File: config.mk
export PLATFORM = sky130hd
export DESIGN_NAME = airc_regs
export DESIGN_NICKNAME = d
export VERILOG_FILES = /design/src/common/airc_pkg.sv /design/src/common/airc_conv_if.sv /design/src/airc_regs.sv /design/src/airc_result_compare.sv
export SDC_FILE = /design/constraint.sdc
export NUM_CORES = 1
export LEC_CHECK = 0
export ABC_AREA = 1
export BUFFER_PORTS_ARGS = -buffer_cell sky130_fd_sc_hd__buf_2
export CAP_MARGIN = 20
export CORE_MARGIN = 2
export CORE_UTILIZATION = 55
export DETAILED_ROUTE_END_ITERATION = 7
export PLACE_DENSITY = 0.77
export RECOVER_POWER = 50
export SETUP_SLACK_MARGIN = 0.3
export SYNTH_ARGS = -nofsm -noshare
export SYNTH_HDL_FRONTEND = slang
export SYNTH_SLANG_ARGS = --single-unit
File: constraint.sdc
create_clock -name clk -period 2.29 [get_ports clk]
set_input_delay 0.1145 -clock clk [delete_from_list [all_inputs] [get_ports clk]]
set_output_delay 0.1145 -clock clk [all_outputs]
set_load 0.1 [all_outputs]
File: src/common/airc_pkg.sv
// ==========================================================================
// Register map, field layout and reset values
package airc_pkg;

  localparam int ADDR_W = 8;
  localparam int DATA_W = 32;
  localparam int HALF_W = 16;

  // ========================================================================
  // Register byte offsets
  localparam logic [7:0] OFF_IRQ_MASK = 8'h0c;
  localparam logic [7:0] OFF_RAW_FLAGS = 8'h10;
  localparam logic [7:0] OFF_RESULT = 8'h14;
  localparam logic [7:0] OFF_CORR_OFFSET = 8'h18;
  localparam logic [7:0] OFF_CONV_STATE = 8'h20;
  localparam logic [7:0] OFF_WIN_UPPER = 8'h24;
  localparam logic [7:0] OFF_WIN_LOWER = 8'h28;

  // ========================================================================
  // Event bit positions, shared by the flag and mask registers
  localparam int BIT_CALIB = 0;
  localparam int BIT_SPARE = 1;
  localparam int BIT_CONV = 2;
  localparam int BIT_WINDOW = 3;
  localparam int EVT_W = 4;

  // Busy bit of the converter state register
  localparam int BIT_BUSY = 1;

  // Half-word positions
  localparam int UPPER_LSB = 16;
  localparam int LOWER_LSB = 0;

  // ========================================================================
  // Reset values
  localparam logic [3:0] RST_IRQ_MASK = 4'hf;
  localparam logic [3:0] RST_RAW_FLAGS = 4'h0;
  localparam logic [31:0] RST_RESULT = 32'h00000000;
  localparam logic [31:0] RST_CORR_OFFSET = 32'h00000000;
  localparam logic [31:0] RST_WIN_UPPER = 32'h0fffffff;
  localparam logic [31:0] RST_WIN_LOWER = 32'h00000000;
  localparam logic RST_BUSY = 1'b0;
  localparam logic [31:0] READ_IDLE = 32'h00000000;

endpackage

File: src/common/airc_conv_if.sv
`timescale 1ns/1ps
`default_nettype none
// ==========================================================================
// Fresh sample, placement mode and limits toward the comparator
interface airc_conv_if;
  logic [15:0] sample;
  logic bypass;
  logic [31:0] upperLimit;
  logic [31:0] lowerLimit;
  logic [31:0] placedWord;
  logic hit;

  modport regs (
    output sample,
    output bypass,
    output upperLimit,
    output lowerLimit,
    input placedWord,
    input hit
  );

  modport cmp (
    input sample,
    input bypass,
    input upperLimit,
    input lowerLimit,
    output placedWord,
    output hit
  );
endinterface
`default_nettype wire

File: src/airc_regs.sv
// Design decision made here: the strobed register port.
`timescale 1ns/1ps
`default_nettype none
module airc_regs (
  input wire logic clk,
  input wire logic rst_n,
  input wire logic [7:0] regAddr,
  input wire logic [31:0] regWdata,
  input wire logic regWrite,
  input wire logic regRead,
  output logic [31:0] regRdata,
  input wire logic calibDone,
  input wire logic convDone,
  input wire logic [15:0] convData,
  input wire logic convBusy,
  input wire logic filterBypass,
  input wire logic comparatorOn,
  output logic [15:0] correctionOffset,
  output logic irq
);

  // ========================================================================
  // Declarations
  logic [3:0] maskReg;
  logic [3:0] maskNext;
  logic [3:0] flagsReg;
  logic [3:0] flagsNext;
  logic [31:0] resultReg;
  logic [31:0] offsetReg;
  logic [31:0] upperReg;
  logic [31:0] lowerReg;
  logic busyReg;
  logic [31:0] rdataReg;
  logic [31:0] rdataNext;
  logic [15:0] corrReg;
  logic irqReg;
  logic wrMask;
  logic wrOffset;
  logic wrUpper;
  logic wrLower;
  logic rdFlags;
  logic [3:0] flagSet;
  logic [3:0] flagClr;
  logic [3:0] pending;

  airc_conv_if conv ();

  // ========================================================================
  // Decode helpers
  function automatic logic hitsAddr(
    input logic [7:0] addr,
    input logic [7:0] target
  );
    return addr == target;
  endfunction

  function automatic logic [15:0] pickHalf(
    input logic [31:0] word,
    input logic lower
  );
    logic [15:0] half;
    half = 16'h0000;
    if (lower) begin
      half = word[airc_pkg::LOWER_LSB +: airc_pkg::HALF_W];
    end else begin
      half = word[airc_pkg::UPPER_LSB +: airc_pkg::HALF_W];
    end
    return half;
  endfunction

  always_comb begin
    wrMask = regWrite && hitsAddr(regAddr, airc_pkg::OFF_IRQ_MASK);
    wrOffset = regWrite && hitsAddr(regAddr, airc_pkg::OFF_CORR_OFFSET);
    wrUpper = regWrite && hitsAddr(regAddr, airc_pkg::OFF_WIN_UPPER);
    wrLower = regWrite && hitsAddr(regAddr, airc_pkg::OFF_WIN_LOWER);
    rdFlags = regRead && hitsAddr(regAddr, airc_pkg::OFF_RAW_FLAGS);
  end

  // ========================================================================
  // Comparator and placement
  always_comb begin
    conv.sample = convData;
    conv.bypass = filterBypass;
    conv.upperLimit = upperReg;
    conv.lowerLimit = lowerReg;
  end

  airc_result_compare compare (
    .conv(conv.cmp)
  );

  // ========================================================================
  // Interrupt mask
  always_comb begin
    maskNext = maskReg;
    if (wrMask) begin
      maskNext = regWdata[3:0];
    end
  end

  always_ff @(posedge clk) begin
    if (!rst_n) begin
      maskReg <= airc_pkg::RST_IRQ_MASK;
    end else begin
      maskReg <= maskNext;
    end
  end

  // ========================================================================
  // Raw event flags
  // A set arriving in the same cycle as the clearing read wins, so no
  // event is lost; the read itself still returns the pre-clear value.
  always_comb begin
    flagSet = 4'h0;
    flagClr = 4'h0;
    if (rdFlags) begin
      flagClr[airc_pkg::BIT_CALIB] = 1'b1;
      flagClr[airc_pkg::BIT_CONV] = 1'b1;
      flagClr[airc_pkg::BIT_WINDOW] = 1'b1;
    end
    flagSet[airc_pkg::BIT_CALIB] = calibDone;
    flagSet[airc_pkg::BIT_CONV] = convDone;
    if (convDone && comparatorOn) begin
      flagSet[airc_pkg::BIT_WINDOW] = conv.hit;
      // A fresh miss drops the flag even without a read
      flagClr[airc_pkg::BIT_WINDOW] = !conv.hit;
    end
    flagsNext = (flagsReg & ~flagClr) | flagSet;
    flagsNext[airc_pkg::BIT_SPARE] = 1'b0;
  end

  always_ff @(posedge clk) begin
    if (!rst_n) begin
      flagsReg <= airc_pkg::RST_RAW_FLAGS;
    end else begin
      flagsReg <= flagsNext;
    end
  end

  // ========================================================================
  // Conversion result, hardware written only
  always_ff @(posedge clk) begin
    if (!rst_n) begin
      resultReg <= airc_pkg::RST_RESULT;
    end else if (convDone) begin
      resultReg <= conv.placedWord;
    end
  end

  // ========================================================================
  // Correction offset
  // The half in use follows the live bypass setting; changing bypass
  // without recalibrating leaves a stale half selected.
  always_ff @(posedge clk) begin
    if (!rst_n) begin
      offsetReg <= airc_pkg::RST_CORR_OFFSET;
    end else if (wrOffset) begin
      offsetReg <= regWdata;
    end
  end

  always_ff @(posedge clk) begin
    if (!rst_n) begin
      corrReg <= 16'h0000;
    end else begin
      corrReg <= pickHalf(offsetReg, filterBypass);
    end
  end

  // ========================================================================
  // Converter state
  // Busy mirrors the converter; software writes cannot fake it.
  always_ff @(posedge clk) begin
    if (!rst_n) begin
      busyReg <= airc_pkg::RST_BUSY;
    end else begin
      busyReg <= convBusy;
    end
  end

  // ========================================================================
  // Window limits
  always_ff @(posedge clk) begin
    if (!rst_n) begin
      upperReg <= airc_pkg::RST_WIN_UPPER;
    end else if (wrUpper) begin
      upperReg <= regWdata;
    end
  end

  always_ff @(posedge clk) begin
    if (!rst_n) begin
      lowerReg <= airc_pkg::RST_WIN_LOWER;
    end else if (wrLower) begin
      lowerReg <= regWdata;
    end
  end

  // ========================================================================
  // Interrupt
  always_comb begin
    pending = flagsNext & ~maskNext;
    pending[airc_pkg::BIT_SPARE] = 1'b0;
  end

  // Built from next values so the line follows the flags cycle for cycle
  always_ff @(posedge clk) begin
    if (!rst_n) begin
      irqReg <= 1'b0;
    end else begin
      irqReg <= |pending;
    end
  end

  // ========================================================================
  // Read path, data valid in the cycle after the strobe
  always_comb begin
    rdataNext = airc_pkg::READ_IDLE;
    if (regRead) begin
      case (regAddr)
        airc_pkg::OFF_IRQ_MASK: begin
          rdataNext[3:0] = maskReg;
        end
        airc_pkg::OFF_RAW_FLAGS: begin
          rdataNext[3:0] = flagsReg;
        end
        airc_pkg::OFF_RESULT: begin
          rdataNext = resultReg;
        end
        airc_pkg::OFF_CORR_OFFSET: begin
          rdataNext = offsetReg;
        end
        airc_pkg::OFF_CONV_STATE: begin
          rdataNext[airc_pkg::BIT_BUSY] = busyReg;
        end
        airc_pkg::OFF_WIN_UPPER: begin
          rdataNext = upperReg;
        end
        airc_pkg::OFF_WIN_LOWER: begin
          rdataNext = lowerReg;
        end
        default: begin
          rdataNext = airc_pkg::READ_IDLE;
        end
      endcase
    end
  end

  always_ff @(posedge clk) begin
    if (!rst_n) begin
      rdataReg <= airc_pkg::READ_IDLE;
    end else begin
      rdataReg <= rdataNext;
    end
  end

  // ========================================================================
  // Outputs
  always_comb begin
    regRdata = rdataReg;
    correctionOffset = corrReg;
    irq = irqReg;
  end

endmodule
`default_nettype wire

File: src/airc_result_compare.sv
`timescale 1ns/1ps
`default_nettype none
// ==========================================================================
// Places a sample in its half-word and checks it against the window
module airc_result_compare (
  airc_conv_if.cmp conv
);

  // ========================================================================
  // Placement
  function automatic logic [31:0] placeSample(
    input logic [15:0] value,
    input logic toLower
  );
    logic [31:0] word;
    word = 32'h00000000;
    if (toLower) begin
      word[airc_pkg::LOWER_LSB +: airc_pkg::HALF_W] = value;
    end else begin
      word[airc_pkg::UPPER_LSB +: airc_pkg::HALF_W] = value;
    end
    return word;
  endfunction

  always_comb begin
    conv.placedWord = placeSample(conv.sample, conv.bypass);
  end

  // ========================================================================
  // Window, inclusive at both limits; the unused half is zero so the
  // compare sees the same word that software reads back
  always_comb begin
    conv.hit = (conv.placedWord >= conv.lowerLimit) &&
               (conv.placedWord <= conv.upperLimit);
  end

endmodule
`default_nettype wire

==> results of run 1 <==
[per-stage QoR]
stage / setup WS, ns / instances / area, µm²
2_1_floorplan: 0.418 / 1114 / 8600
4_1_cts: 0.395 / 1468 / 10300
5_1_grt: 0.230 / 1468 / 10300
3_5_place_dp: 0.165 / 1399 / 9300
3_3_place_gp: 0.199 / 1399 / 9300
6_report: 0.296 / 1468 / 10300
[power groups by stage]
stage	clock network, mW	logic [mW]	registers (mW)
2_1_floorplan	0	0.318	3.45
3_3_place_gp	0	0.615	3.37
3_5_place_dp	0	0.620	3.37
4_1_cts	3.14	0.676	3.30
5_1_grt	3.28	0.767	3.30
6_report	3.14	0.706	3.30
[layout make-up]
cell class,instances,area (µm²)
Timing Repair Buffer,175,1120
Multi-Input combinational cell,716,4070
Tap cell,211,264
Clock inverter,14,183
Clock buffer,18,439
Fill cell,1312,4910
Sequential cell,185,3700
Inverter,149,564
[logic make-up (layout without fill, tap and decap cells)]
family	after synthesis	after routing	share of synthesized area (%)
compound gates	382	382	24.5
simple gates	276	276	13.7
buf+inv	213	356	10.3
flops	185	185	43.1
fa+ha+maj	58	58	8.44
[per-layer routing]
metal | vias to the layer above | wire (µm) | GRT usage [%]
met5 | - | 0 | 0
met4 | 0 | 915 | 14.9
met3 | 81 | 2880 | 9.54
met2 | 453 | 12700 | 52.2
met1 | 3952 | 11300 | 42.9
li1 | 4020 | - | -
[flip-flops by register name, indices dropped and copies added, names as in the netlist, named ones only]
name / count
conv.lowerLimit: 32
irq: 1
resultReg: 32
busyReg: 1
correctionOffset: 16
flagsReg: 3
conv.upperLimit: 32
offsetReg: 32
maskReg: 3
regRdata: 32
[final timing paths]
path                                          from  slack (ns)                    endpoint
setup / recovery                        regAddr[4]        0.30     regRdata[19]$_SDFF_PN0_
setup reg to reg  conv.upperLimit[23]$_SDFFE_PN1P_        0.49              irq$_SDFF_PN0_
hold reg to reg                               flop        0.47                        flop
hold / removal                         convData[3]        0.01  resultReg[19]$_SDFFE_PN0P_
[tightest hold or removal path, stage by stage]
cell and delay, ns:
sky130_fd_sc_hd__buf_2 0.14, sky130_fd_sc_hd__nand2_1 0.09, sky130_fd_sc_hd__a21oi_1 0.06
[cells in the mapped netlist]
library cell                 n
sky130_fd_sc_hd__nor3_2      1
sky130_fd_sc_hd__clkbuf_2    1
sky130_fd_sc_hd__nand4_1     7
sky130_fd_sc_hd__nand3_1    28
sky130_fd_sc_hd__nand3_2     1
sky130_fd_sc_hd__nand2_2    10
sky130_fd_sc_hd__nand2_4     1
sky130_fd_sc_hd__buf_2      20
sky130_fd_sc_hd__nor2_1     62
sky130_fd_sc_hd__clkbuf_1   35
sky130_fd_sc_hd__ha_1       58
sky130_fd_sc_hd__o22ai_1    28
sky130_fd_sc_hd__buf_6       8
sky130_fd_sc_hd__o211ai_1    2
sky130_fd_sc_hd__o21a_1      4
sky130_fd_sc_hd__o21ai_1     6
sky130_fd_sc_hd__o21ai_0   131
sky130_fd_sc_hd__a41oi_1     1
sky130_fd_sc_hd__or2_1       2
sky130_fd_sc_hd__nand2_1   155
sky130_fd_sc_hd__a21oi_1   173
sky130_fd_sc_hd__nor2_2      2
sky130_fd_sc_hd__a21o_1      1
sky130_fd_sc_hd__dfxtp_1   185
sky130_fd_sc_hd__inv_1     142
sky130_fd_sc_hd__nor3_1      3
sky130_fd_sc_hd__a221oi_1   30
sky130_fd_sc_hd__inv_2       6
sky130_fd_sc_hd__a31oi_1     3
sky130_fd_sc_hd__inv_4       1
sky130_fd_sc_hd__nor2_4      4
sky130_fd_sc_hd__o22ai_2     2
sky130_fd_sc_hd__a21oi_2     1
[repair_timing]
action / CTS / global route
gates resized for setup: 0 / 30
buffers inserted: 0 / 0
hold buffers: 37 / 0
endpoints found under the setup margin: 0 / 2
endpoints found under the hold margin: 68 / 0
==> impl_table.tex, run 1 <==
\begin{tabular}{lr}
\hline
Metric & Value \\
\hline
\multicolumn{2}{l}{\textbf{Layout}} \\
\quad Diode count & 0 \\
\quad Share of the core filled with cells in the final layout & $\sim$68\% \\
\quad Commonest cells after routing, fill and taps aside & sky130\_fd\_sc\_hd\_\_dfxtp\_1 (184), sky130\_fd\_sc\_hd\_\_a21oi\_1 (170), sky130\_fd\_sc\_hd\_\_nand2\_1 (153) \\
\quad Final-stage net count & between 1000 and 1500 \\
\quad Most frequent standard cell in the layout excluding fill and tap cells & sky130\_fd\_sc\_hd\_\_dfxtp\_1 \\
\quad Fraction of layout cells with a size suffix above 1 & between 10\% and 20\% \\
\quad Area overhead of the layout relative to synthesis & 20.3\% \\
\multicolumn{2}{l}{\textbf{Power}} \\
\quad Total power of the final layout & a little over 7 mW \\
\quad Flop pwr share & around 46\% \\
\quad Net switching power & between 1.5 and 2 mW \\
\quad Switching fraction of total power & around a quarter \\
\quad Clock group share of total power & 44.0\% \\
\quad Combinational cell fraction of total power & 9.9\% \\
\quad Design internal power & between 5 and 6 mW \\
\quad Static leakage & 4.77 nW \\
\quad Worst VDD drop & between 0.6 and 0.7 mV \\
\quad Power per cell area & between 600 and 700 nW/µm² \\
\multicolumn{2}{l}{\textbf{Logic synthesis}} \\
\quad Register area share after synthesis & about 43\% \\
\quad Avg Synthesized Cell Area & 7.72 µm² \\
\quad Synth area leaders & sky130\_fd\_sc\_hd\_\_dfxtp\_1 (43\%), sky130\_fd\_sc\_hd\_\_a21oi\_1 (10\%), sky130\_fd\_sc\_hd\_\_ha\_1 (8.4\%) \\
\quad Library cell with the largest summed area after synthesis & sky130\_fd\_sc\_hd\_\_dfxtp\_1 \\
\quad Synth top area share & a little over two fifths \\
\quad Number of nets in the synthesized netlist & roughly 1200 \\
\quad Register bit count reported by yosys & 185 \\
\quad Warnings from Yosys & 0 \\
\quad Combined area of all synthesized cells & $\sim$8600 µm² \\
\quad Synthesized instance count & about 1100 \\
\quad Netlist cell types & 33 \\
\multicolumn{2}{l}{\textbf{Timing}} \\
\quad Count of final hold-check violations & 0 \\
\quad Fin Hold WS & approximately 0.014 ns \\
\quad Slew at the pin closest to its max-slew limit & approximately 1.7 ns \\
\quad Portion of the clock cycle consumed by the worst path in the final layout & around 87\% \\
\quad Maximum frequency from static timing analysis & 0.501 GHz \\
\quad Final setup skew & between 0.009 and 0.01 ns \\
\quad Unrepaired setup endpoints after global routing & no \\
\quad Total count of max-transition violations in the final report & 36 \\
\quad Minimum clock period & approximately 2 ns \\
\quad Worst slew margin relative to its limit & -15.0\% \\
\quad Setup TNS & 0 ns \\
\quad Final setup violation count & 0 \\
\multicolumn{2}{l}{\textbf{Outcome}} \\
\quad Run status & finished, violations left \\
\quad Violations in the final reports & capacitance limit, slew limit \\
\multicolumn{2}{l}{\textbf{Placement}} \\
\quad Port Buf Inserts & 113 \\
\quad Placer's final routability congestion estimate & $\sim$1.0 \\
\quad Final HPWL DP & between 15000 and 20000 µm \\
\multicolumn{2}{l}{\textbf{Detailed routing}} \\
\quad Number of DRC markers after the initial detailed-route iteration & $\sim$960 \\
\quad Count of unresolved DRC violations after routing & 0 \\
\quad First-pass detailed-route iteration total & 5 \\
\quad DR vias & around 8500 \\
\quad Via/cell ratio & a little under 6 \\
\quad Final WL & 27800 µm \\
\quad Count of nets left with antenna violations after detail routing & 0 \\
\quad Wire per inst & about 19 µm \\
\multicolumn{2}{l}{\textbf{Floorplan}} \\
\quad Floorplan Core Area & 15300 µm² \\
\quad Width of the chip & 129 µm \\
\quad Ports & 114 \\
\quad Initial standard-cell utilization of the core & 56.4\% \\
\quad Die area & around 17000 µm² \\
\quad Row count & 45 \\
\quad Die Height & around 130 µm \\
\multicolumn{2}{l}{\textbf{Clock network}} \\
\quad Number of clock sinks & $\sim$190 \\
\quad CTS tree & done \\
\quad Clk\_lat worst skew & 0.44 ns \\
\quad Clock transition at path regs & about 0.07 ns \\
\quad Maximum root-to-sink buffer count & 2 \\
\quad Inserted Clock Buffers & 17 \\
\quad Number of H-tree levels & 4 \\
\quad Cell at the root of the clock tree & sky130\_fd\_sc\_hd\_\_clkbuf\_16 \\
\multicolumn{2}{l}{\textbf{Global route}} \\
\quad Overall fraction of global-route tracks in use & about a third \\
\quad Number of antenna violations at the first check in global routing & 0 \\
\quad Wire length of the first global-routing pass & around 42000 µm \\
\quad Via count of the first global-routing pass & between 7000 and 8000 \\
\quad Maximum number of pins on one net before global-route repair & 41 \\
\quad Total congestion overflow after global routing & 0 \\
\multicolumn{2}{l}{\textbf{Hold path}} \\
\quad Hold Path Cell Cnt & 3 \\
\quad Worst hold-check path type & primary input to flop \\
\multicolumn{2}{l}{\textbf{Critical path}} \\
\quad Worst Reg2Reg Path Length in Cells & 12 \\
\quad Data required time at the worst endpoint & approximately 2.6 ns \\
\quad List of cells traversed by the critical path & clkbuf\_1 > inv\_1 > nand2\_1 > nor2\_1 > nand2\_1 > clkbuf\_1 > o22ai\_1 > a221oi\_1 > nor2\_1 \\
\quad Startpoint kind of the worst setup timing path & primary input \\
\quad Highest-delay cell along the critical path & sky130\_fd\_sc\_hd\_\_clkbuf\_1 \\
\quad Worst Path Class, Setup & primary input to flop \\
\quad Top cell family by delay on the critical path & buffers and inverters \\
\quad Largest fanout on the critical path & 11 \\
\quad Largest stage delay, worst path & 0.67 ns \\
\quad Kind of capture point of the worst setup path & flop \\
\quad Number of buffers and inverters on the critical path & 3 \\
\quad Signal arrival time at the worst endpoint & between 2 and 2.5 ns \\
\quad Crit. path cell count & 9 \\
\multicolumn{2}{l}{\textbf{Run}} \\
\quad MaxCap Viol Count & 1 \\
\hline
\end{tabular}
No activity file was read; power rests on OpenSTA's default activity.
==> inputs of run 2 (changes only) <==
- GPL_TIMING_DRIVEN: unset -> 0
==> run 2 against run 1 <==
Compared with the run above:
- the run now ends clean
- sequential power about the same
- hold slack got worse by 0.0076 ns
- utilization barely moved
- setup slack got worse by 0.033 ns
- clock skew fell by 0.0012 ns
- register-to-register slack got worse by 0.11 ns
- first-iteration DRC count rose by 18%
- routed wire length is 11% higher
- critical path depth did not move
- critical path type unchanged
==> impl_table.tex, run 2 (synthesized netlist as in run 1, its figures left out) <==
\begin{tabular}{lr}
\hline
Metric & Value \\
\hline
\multicolumn{2}{l}{\textbf{Outcome}} \\
\quad Run status & completed \\
\multicolumn{2}{l}{\textbf{Hold path}} \\
\quad Worst hold-check path type & primary input to flop \\
\multicolumn{2}{l}{\textbf{Global route}} \\
\quad Via count of the first global-routing pass & roughly 8100 \\
\quad Number of antenna violations at the first check in global routing & 0 \\
\quad Overall fraction of global-route tracks in use & a little under two fifths \\
\quad Maximum number of pins on one net before global-route repair & 17 \\
\quad Wire length of the first global-routing pass & roughly 46000 µm \\
\quad Total congestion overflow after global routing & 0 \\
\multicolumn{2}{l}{\textbf{Timing}} \\
\quad Portion of the clock cycle consumed by the worst path in the final layout & 88.5\% \\
\quad Minimum clock period & between 2 and 2.5 ns \\
\quad Count of final hold-check violations & 0 \\
\quad Fin worst setup slack & about 0.26 ns \\
\quad Maximum frequency from static timing analysis & approximately 0.49 GHz \\
\quad Total count of max-transition violations in the final report & 0 \\
\quad Final setup skew & between 0.008 and 0.009 ns \\
\quad Fin Hold WS & around 0.0068 ns \\
\quad Worst slew margin relative to its limit & between 20\% and 30\% \\
\quad Slew at the pin closest to its max-slew limit & about 1.2 ns \\
\quad Final setup violation count & 0 \\
\quad Unrepaired setup endpoints after global routing & yes \\
\multicolumn{2}{l}{\textbf{Critical path}} \\
\quad Top cell family by delay on the critical path & simple AND/OR/NAND/NOR gates \\
\quad List of cells traversed by the critical path & buf\_2 > nor2\_1 > nand2\_1 > nor2\_1 > nand2\_2 > nor2\_1 > clkbuf\_1 > a21oi\_1 > o21ai\_0 \\
\quad Highest-delay cell along the critical path & sky130\_fd\_sc\_hd\_\_nor2\_1 \\
\quad Crit-path most repeated cell & sky130\_fd\_sc\_hd\_\_nor2\_1 \\
\quad Data required time at the worst endpoint & roughly 2.7 ns \\
\quad Worst Path Class, Setup & primary input to flop \\
\quad Largest stage delay, worst path & 0.76 ns \\
\quad Number of buffers and inverters on the critical path & 2 \\
\quad Startpoint kind of the worst setup timing path & primary input \\
\quad Largest fanout on the critical path & 10 \\
\quad Kind of capture point of the worst setup path & flop \\
\quad Signal arrival time at the worst endpoint & approximately 2.4 ns \\
\multicolumn{2}{l}{\textbf{Detailed routing}} \\
\quad Number of DRC markers after the initial detailed-route iteration & 1131 \\
\quad Final WL & 30900 µm \\
\quad Via/cell ratio & 5.96 \\
\quad Wire per inst & 20.6 µm \\
\quad Count of unresolved DRC violations after routing & 0 \\
\quad Count of nets left with antenna violations after detail routing & 0 \\
\quad First-pass detailed-route iteration total & 6 \\
\quad DR vias & around 9000 \\
\multicolumn{2}{l}{\textbf{Clock network}} \\
\quad Cell at the root of the clock tree & sky130\_fd\_sc\_hd\_\_clkbuf\_16 \\
\quad Post-CTS setup buffer count & 0 \\
\quad Clock transition at path regs & about 0.070 ns \\
\quad Number of H-tree levels & 4 \\
\quad Number of clock sinks & around 190 \\
\quad Maximum root-to-sink buffer count & 2 \\
\quad CTS tree & done \\
\quad Clk\_lat worst skew & approximately 0.44 ns \\
\quad Inserted Clock Buffers & 17 \\
\multicolumn{2}{l}{\textbf{Power}} \\
\quad Design internal power & around 5.2 mW \\
\quad Worst VDD drop & about 0.54 mV \\
\quad Total power of the final layout & a little over 7 mW \\
\quad Power per cell area & approximately 680 nW/µm² \\
\quad Flop pwr share & about 47\% \\
\quad Switching fraction of total power & a little over a quarter \\
\quad Clock group share of total power & a little over two fifths \\
\quad Net switching power & between 1.5 and 2 mW \\
\quad Static leakage & about 4.8 nW \\
\quad Combinational cell fraction of total power & between 10\% and 20\% \\
\multicolumn{2}{l}{\textbf{Placement}} \\
\quad Final HPWL DP & 22200 µm \\
\quad Placer's final routability congestion estimate & 0.988 \\
\quad Port Buf Inserts & $\sim$110 \\
\quad Placement Setup Slack & -0.177 ns \\
\multicolumn{2}{l}{\textbf{Floorplan}} \\
\quad Floorplan Core Area & approximately 15000 µm² \\
\quad Ports & between 100 and 150 \\
\quad Initial standard-cell utilization of the core & a little under three fifths \\
\quad Width of the chip & $\sim$130 µm \\
\quad Row count & 45 \\
\quad Die Height & roughly 130 µm \\
\quad Die area & roughly 17000 µm² \\
\multicolumn{2}{l}{\textbf{Layout}} \\
\quad Final-stage net count & roughly 1400 \\
\quad Area overhead of the layout relative to synthesis & 20.2\% \\
\quad Fraction of layout cells with a size suffix above 1 & between 10 and 15\% \\
\quad Commonest cells after routing, fill and taps aside & sky130\_fd\_sc\_hd\_\_dfxtp\_1 (185), sky130\_fd\_sc\_hd\_\_a21oi\_1 (173), sky130\_fd\_sc\_hd\_\_nand2\_1 (154) \\
\quad Share of the core filled with cells in the final layout & 67.8\% \\
\quad Most frequent standard cell in the layout excluding fill and tap cells & sky130\_fd\_sc\_hd\_\_dfxtp\_1 \\
\multicolumn{2}{l}{\textbf{Run}} \\
\quad MaxCap Viol Count & 0 \\
\hline
\end{tabular}
## run 2: metrics by stage
stage	instance area (µm²)	setup TNS, ns	cells
finish	10300	0	1503
CTS	10400	0	1502
floorplan	8600	0	1114
detailed placement	9410	-0.337	1434
global route	10300	0	1502
global placement	9410	-0.284	1434
## run 2: what timing repair did
item                       in CTS  in global routing
pin swaps                       0                  5
hold buffers                   36                  0
setup endpoints to repair       2                  2
hold endpoints to repair       66                  0
resized for setup               1                 20
## run 2: final cells by class
cell class	instances	area, µm²
sequential	185	3700
antenna	1	2.50
tap	211	264
timing repair buffer	145	901
inverter	149	562
buffer	64	313
clock inverter	12	138
fill	1339	4920
multi-input combinational	716	3990
clock buffer	20	467
## run 2: path summary, 6_finish.rpt
kind                            slack, ns                          endpoint                       startpoint  depth (start not counted)
worst max-delay path                 0.26  conv.upperLimit[27]$_SDFFE_PN1P_                       regAddr[1]                          9
worst min-delay path                0.007         resultReg[2]$_SDFFE_PN0P_                     filterBypass                          3
worst max register to register       0.38                    irq$_SDFF_PN0_  conv.upperLimit[9]$_SDFFE_PN1P_                         17
worst min register to register       0.47                              flop                             flop                          2
## run 2: per-layer routing
metal / share of wire, % / GRT usage, %
met2: 43 / 56.3
met1: 40 / 50.1
met4: 4.9 / 18.2
met3: 12 / 8.55
met5: 0 / 0
## run 2: worst reg2reg max path: stages, from the launching register on
cell	delay (ns)
sky130_fd_sc_hd__dfxtp_1	0.34
sky130_fd_sc_hd__inv_1	0.07
sky130_fd_sc_hd__ha_1	0.31
sky130_fd_sc_hd__nand2_1	0.09
sky130_fd_sc_hd__nand2_1	0.07
sky130_fd_sc_hd__nand2_1	0.06
sky130_fd_sc_hd__nand2_1	0.04
sky130_fd_sc_hd__nand2_1	0.05
sky130_fd_sc_hd__nand2_1	0.10
sky130_fd_sc_hd__nor2_2	0.16
sky130_fd_sc_hd__nand2_1	0.06
sky130_fd_sc_hd__nand2_1	0.05
sky130_fd_sc_hd__nand2_1	0.05
sky130_fd_sc_hd__a21oi_1	0.12
sky130_fd_sc_hd__nand2_1	0.11
sky130_fd_sc_hd__nand2_1	0.08
sky130_fd_sc_hd__nand2_1	0.05
sky130_fd_sc_hd__nand2_1	0.05
## run 2: power groups by stage
| stage | combinational [mW] | clock [mW] | sequential [mW] |
|---|---|---|---|
| 2_1_floorplan | 0.318 | 0 | 3.45 |
| 3_3_place_gp | 0.643 | 0 | 3.37 |
| 3_5_place_dp | 0.648 | 0 | 3.37 |
| 4_1_cts | 0.702 | 3.04 | 3.30 |
| 5_1_grt | 0.773 | 3.17 | 3.30 |
| 6_report | 0.722 | 3.05 | 3.30 |
==> inputs of run 3 (changes only) <==
- CORE_MARGIN: 2 -> unset
- SLEW_MARGIN: unset -> 20
==> run 3 against run 2 <==
Compared with the run above:
- cell count down 1.5%
- setup slack lost 0.052 ns
- fmax fell by 2.5%
- total power increased by 1.1%
- count of clock-buffer cells in the layout is 3 lower
- combinational power grew 3.3%
- design area up 1.6%
- die area down 3.1%
- register-to-register slack hardly changed
- critical endpoint unchanged
- largest cell class unchanged
- highest routed layer unchanged
==> impl_table.tex, run 3 (synthesized netlist as in run 1, its figures left out) <==
\begin{tabular}{lr}
\hline
Metric & Value \\
\hline
\multicolumn{2}{l}{\textbf{Detailed routing}} \\
\quad Count of unresolved DRC violations after routing & 0 \\
\quad DR vias & 8891 \\
\quad Count of nets left with antenna violations after detail routing & 0 \\
\quad Via/cell ratio & between 6 and 7 \\
\quad Wire per inst & just over 20 µm \\
\quad Final WL & between 30000 and 40000 µm \\
\quad Number of DRC markers after the initial detailed-route iteration & 1103 \\
\quad First-pass detailed-route iteration total & 6 \\
\multicolumn{2}{l}{\textbf{Floorplan}} \\
\quad Die area & roughly 16000 µm² \\
\quad Initial standard-cell utilization of the core & 56.6\% \\
\quad Floorplan Core Area & 15200 µm² \\
\quad Row count & 45 \\
\quad Die Height & approximately 130 µm \\
\quad Ports & approximately 110 \\
\quad Width of the chip & around 130 µm \\
\multicolumn{2}{l}{\textbf{Power}} \\
\quad Flop pwr share & 46.1\% \\
\quad Clock group share of total power & 43.4\% \\
\quad Combinational cell fraction of total power & a little over a tenth \\
\quad Static leakage & between 4 and 5 nW \\
\quad Total power of the final layout & roughly 7.1 mW \\
\quad Net switching power & approximately 1.9 mW \\
\quad Switching fraction of total power & 26.6\% \\
\quad Design internal power & approximately 5.3 mW \\
\quad Worst VDD drop & between 0.5 and 0.6 mV \\
\quad Power per cell area & a little under 700 nW/µm² \\
\multicolumn{2}{l}{\textbf{Run}} \\
\quad MaxCap Viol Count & 0 \\
\multicolumn{2}{l}{\textbf{Critical path}} \\
\quad Worst Path Class, Setup & primary input to flop \\
\quad Highest-delay cell along the critical path & sky130\_fd\_sc\_hd\_\_nor2\_1 \\
\quad Signal arrival time at the worst endpoint & approximately 2.5 ns \\
\quad R2R Path Start & conv.upperLimit[21]\$\_SDFFE\_PN1P\_ \\
\quad Largest fanout on the critical path & 10 \\
\quad Startpoint kind of the worst setup timing path & primary input \\
\quad Register-to-register setup slack & between 0.3 and 0.4 ns \\
\quad List of cells traversed by the critical path & buf\_2 > nor2\_1 > nand2\_1 > nor2\_1 > nand2\_2 > nor2\_1 > clkbuf\_1 > a21oi\_1 > o21ai\_0 \\
\quad Worst reg2reg endpoint & irq\$\_SDFF\_PN0\_ \\
\quad Crit-path most repeated cell & sky130\_fd\_sc\_hd\_\_nor2\_1 \\
\quad Top cell family by delay on the critical path & simple AND/OR/NAND/NOR gates \\
\quad Crit. path cell count & 9 \\
\quad Worst Reg2Reg Path Length in Cells & 13 \\
\quad Largest stage delay, worst path & between 0.7 and 0.8 ns \\
\quad Kind of capture point of the worst setup path & flop \\
\quad Number of buffers and inverters on the critical path & 2 \\
\quad Data required time at the worst endpoint & 2.66 ns \\
\multicolumn{2}{l}{\textbf{Layout}} \\
\quad Summed area of non-filler cells in the final layout & around 11000 µm² \\
\quad Commonest cells after routing, fill and taps aside & sky130\_fd\_sc\_hd\_\_dfxtp\_1 (182), sky130\_fd\_sc\_hd\_\_a21oi\_1 (168), sky130\_fd\_sc\_hd\_\_nand2\_1 (149) \\
\quad Final-stage net count & 1402 \\
\quad Area overhead of the layout relative to synthesis & 22.1\% \\
\quad Most frequent standard cell in the layout excluding fill and tap cells & sky130\_fd\_sc\_hd\_\_dfxtp\_1 \\
\quad Diode count & 0 \\
\quad Fraction of layout cells with a size suffix above 1 & about 17\% \\
\multicolumn{2}{l}{\textbf{Timing}} \\
\quad Worst slew margin relative to its limit & slightly above 30\% \\
\quad Count of final hold-check violations & 0 \\
\quad Final setup skew & slightly above 0.008 ns \\
\quad Unrepaired setup endpoints after global routing & no \\
\quad Final setup violation count & 0 \\
\quad Maximum frequency from static timing analysis & about 0.48 GHz \\
\quad Portion of the clock cycle consumed by the worst path in the final layout & about nine tenths \\
\quad Minimum clock period & between 2 and 2.5 ns \\
\quad Slew at the pin closest to its max-slew limit & approximately 1.0 ns \\
\quad Total count of max-transition violations in the final report & 0 \\
\multicolumn{2}{l}{\textbf{Global route}} \\
\quad Number of antenna violations at the first check in global routing & 0 \\
\quad Maximum number of pins on one net before global-route repair & 18 \\
\quad Overall fraction of global-route tracks in use & about 38\% \\
\quad Via count of the first global-routing pass & a little over 8000 \\
\quad Wire length of the first global-routing pass & between 40000 and 50000 µm \\
\quad Total congestion overflow after global routing & 0 \\
\multicolumn{2}{l}{\textbf{Clock network}} \\
\quad Cell at the root of the clock tree & sky130\_fd\_sc\_hd\_\_clkbuf\_16 \\
\quad Number of H-tree levels & 4 \\
\quad CTS tree & done \\
\quad Post-CTS setup buffer count & 0 \\
\quad Maximum root-to-sink buffer count & 2 \\
\quad Number of clock sinks & 185 \\
\quad Inserted Clock Buffers & 17 \\
\quad Clk\_lat worst skew & about 0.45 ns \\
\quad Clock transition at path regs & 0.07 ns \\
\multicolumn{2}{l}{\textbf{Placement}} \\
\quad Placed Instance Area & roughly 9400 µm² \\
\quad Final HPWL DP & 21500 µm \\
\quad Port Buf Inserts & 109 \\
\quad Placer's final routability congestion estimate & roughly 1.0 \\
\multicolumn{2}{l}{\textbf{Hold path}} \\
\quad Sink of the worst hold path & resultReg[22]\$\_SDFFE\_PN0P\_ \\
\quad Origin of the worst min-delay path & convData[6] \\
\quad Worst hold-check path type & primary input to flop \\
\quad Hold Path Cell Cnt & 3 \\
\multicolumn{2}{l}{\textbf{Outcome}} \\
\quad Run status & completed \\
\hline
\end{tabular}
[run 3: cell count changes in the layout (fill, tap and decap cells not counted), sizes merged]
cell         delta
dlygate4sd3     +1
bufinv          +1
inv             +2
clkbuf          -3
diode           -1
clkinvlp        +1
clkinv          -1
[run 3: area by class of cell]
cell class                      instances  area, µm²
Clock buffer                           17        425
Buffer                                 64        300
Timing Repair Buffer                  146        921
Sequential cell                       185       3710
Tap cell                              188        235
Fill cell                            1341       4700
Inverter                              149        562
Clock inverter                         15        189
Multi-Input combinational cell        716       4160
[run 3: power by group through the flow]
stage          Sequential [mW]  Combinational [mW]  Clock [mW]
2_1_floorplan             3.45               0.318           0
3_3_place_gp              3.37               0.640           0
3_5_place_dp              3.37               0.645           0
4_1_cts                   3.30               0.699        3.10
5_1_grt                   3.30               0.799        3.22
6_report                  3.30               0.746        3.11
[run 3: how the worst max path moves through the flow]
stage | slack [ns] | from | to
3_5_place_dp | -0.18 | filterBypass | irq$_SDFF_PN0_
6_report | 0.21 | regAddr[1] | conv.upperLimit[27]$_SDFFE_PN1P_
3_3_place_gp | -0.17 | filterBypass | irq$_SDFF_PN0_
5_1_grt | 0.19 | regAddr[1] | conv.upperLimit[31]$_SDFFE_PN0P_
2_1_floorplan | 0.42 | filterBypass | irq$_SDFF_PN0_
4_1_cts | 0.32 | filterBypass | irq$_SDFF_PN0_
[run 3: worst min-delay path, stage by stage]
cell and delay [ns]:
sky130_fd_sc_hd__buf_2 0.12, sky130_fd_sc_hd__nand2_1 0.10, sky130_fd_sc_hd__a21oi_1 0.07
[run 3: repair_timing]
item                                    in CTS  in global routing
resized for setup                            2                 56
endpoints found under the setup margin       1                  2
hold buffers                                37                  0
pin swaps                                    0                 13
endpoints found under the hold margin       70                  0
[run 3: metal layers]
metal,share of wire [%],up-vias,GRT usage (%)
met5,0,-,0
met4,5.3,0,19.4
met3,12,119,9.42
met2,44,618,59.0
met1,39,4060,48.6
li1,-,4094,-
[run 3: per-stage QoR]
| stage | TNS, ns | setup slack (ns) | util [%] | std cells | hold WS, ns |
|---|---|---|---|---|---|
| 6_report | 0 | 0.211 | 69.1 | 1480 | 0.0101 |
| 3_5_place_dp | -0.322 | -0.185 | 61.7 | 1411 | 0.304 |
| 3_3_place_gp | -0.294 | -0.171 | 61.7 | 1411 | 0.304 |
| 5_1_grt | 0 | 0.188 | 69.1 | 1480 | 0.00755 |
| 2_1_floorplan | 0 | 0.418 | - | 1114 | 0.212 |
| 4_1_cts | 0 | 0.323 | 68.2 | 1480 | 0.000262 |
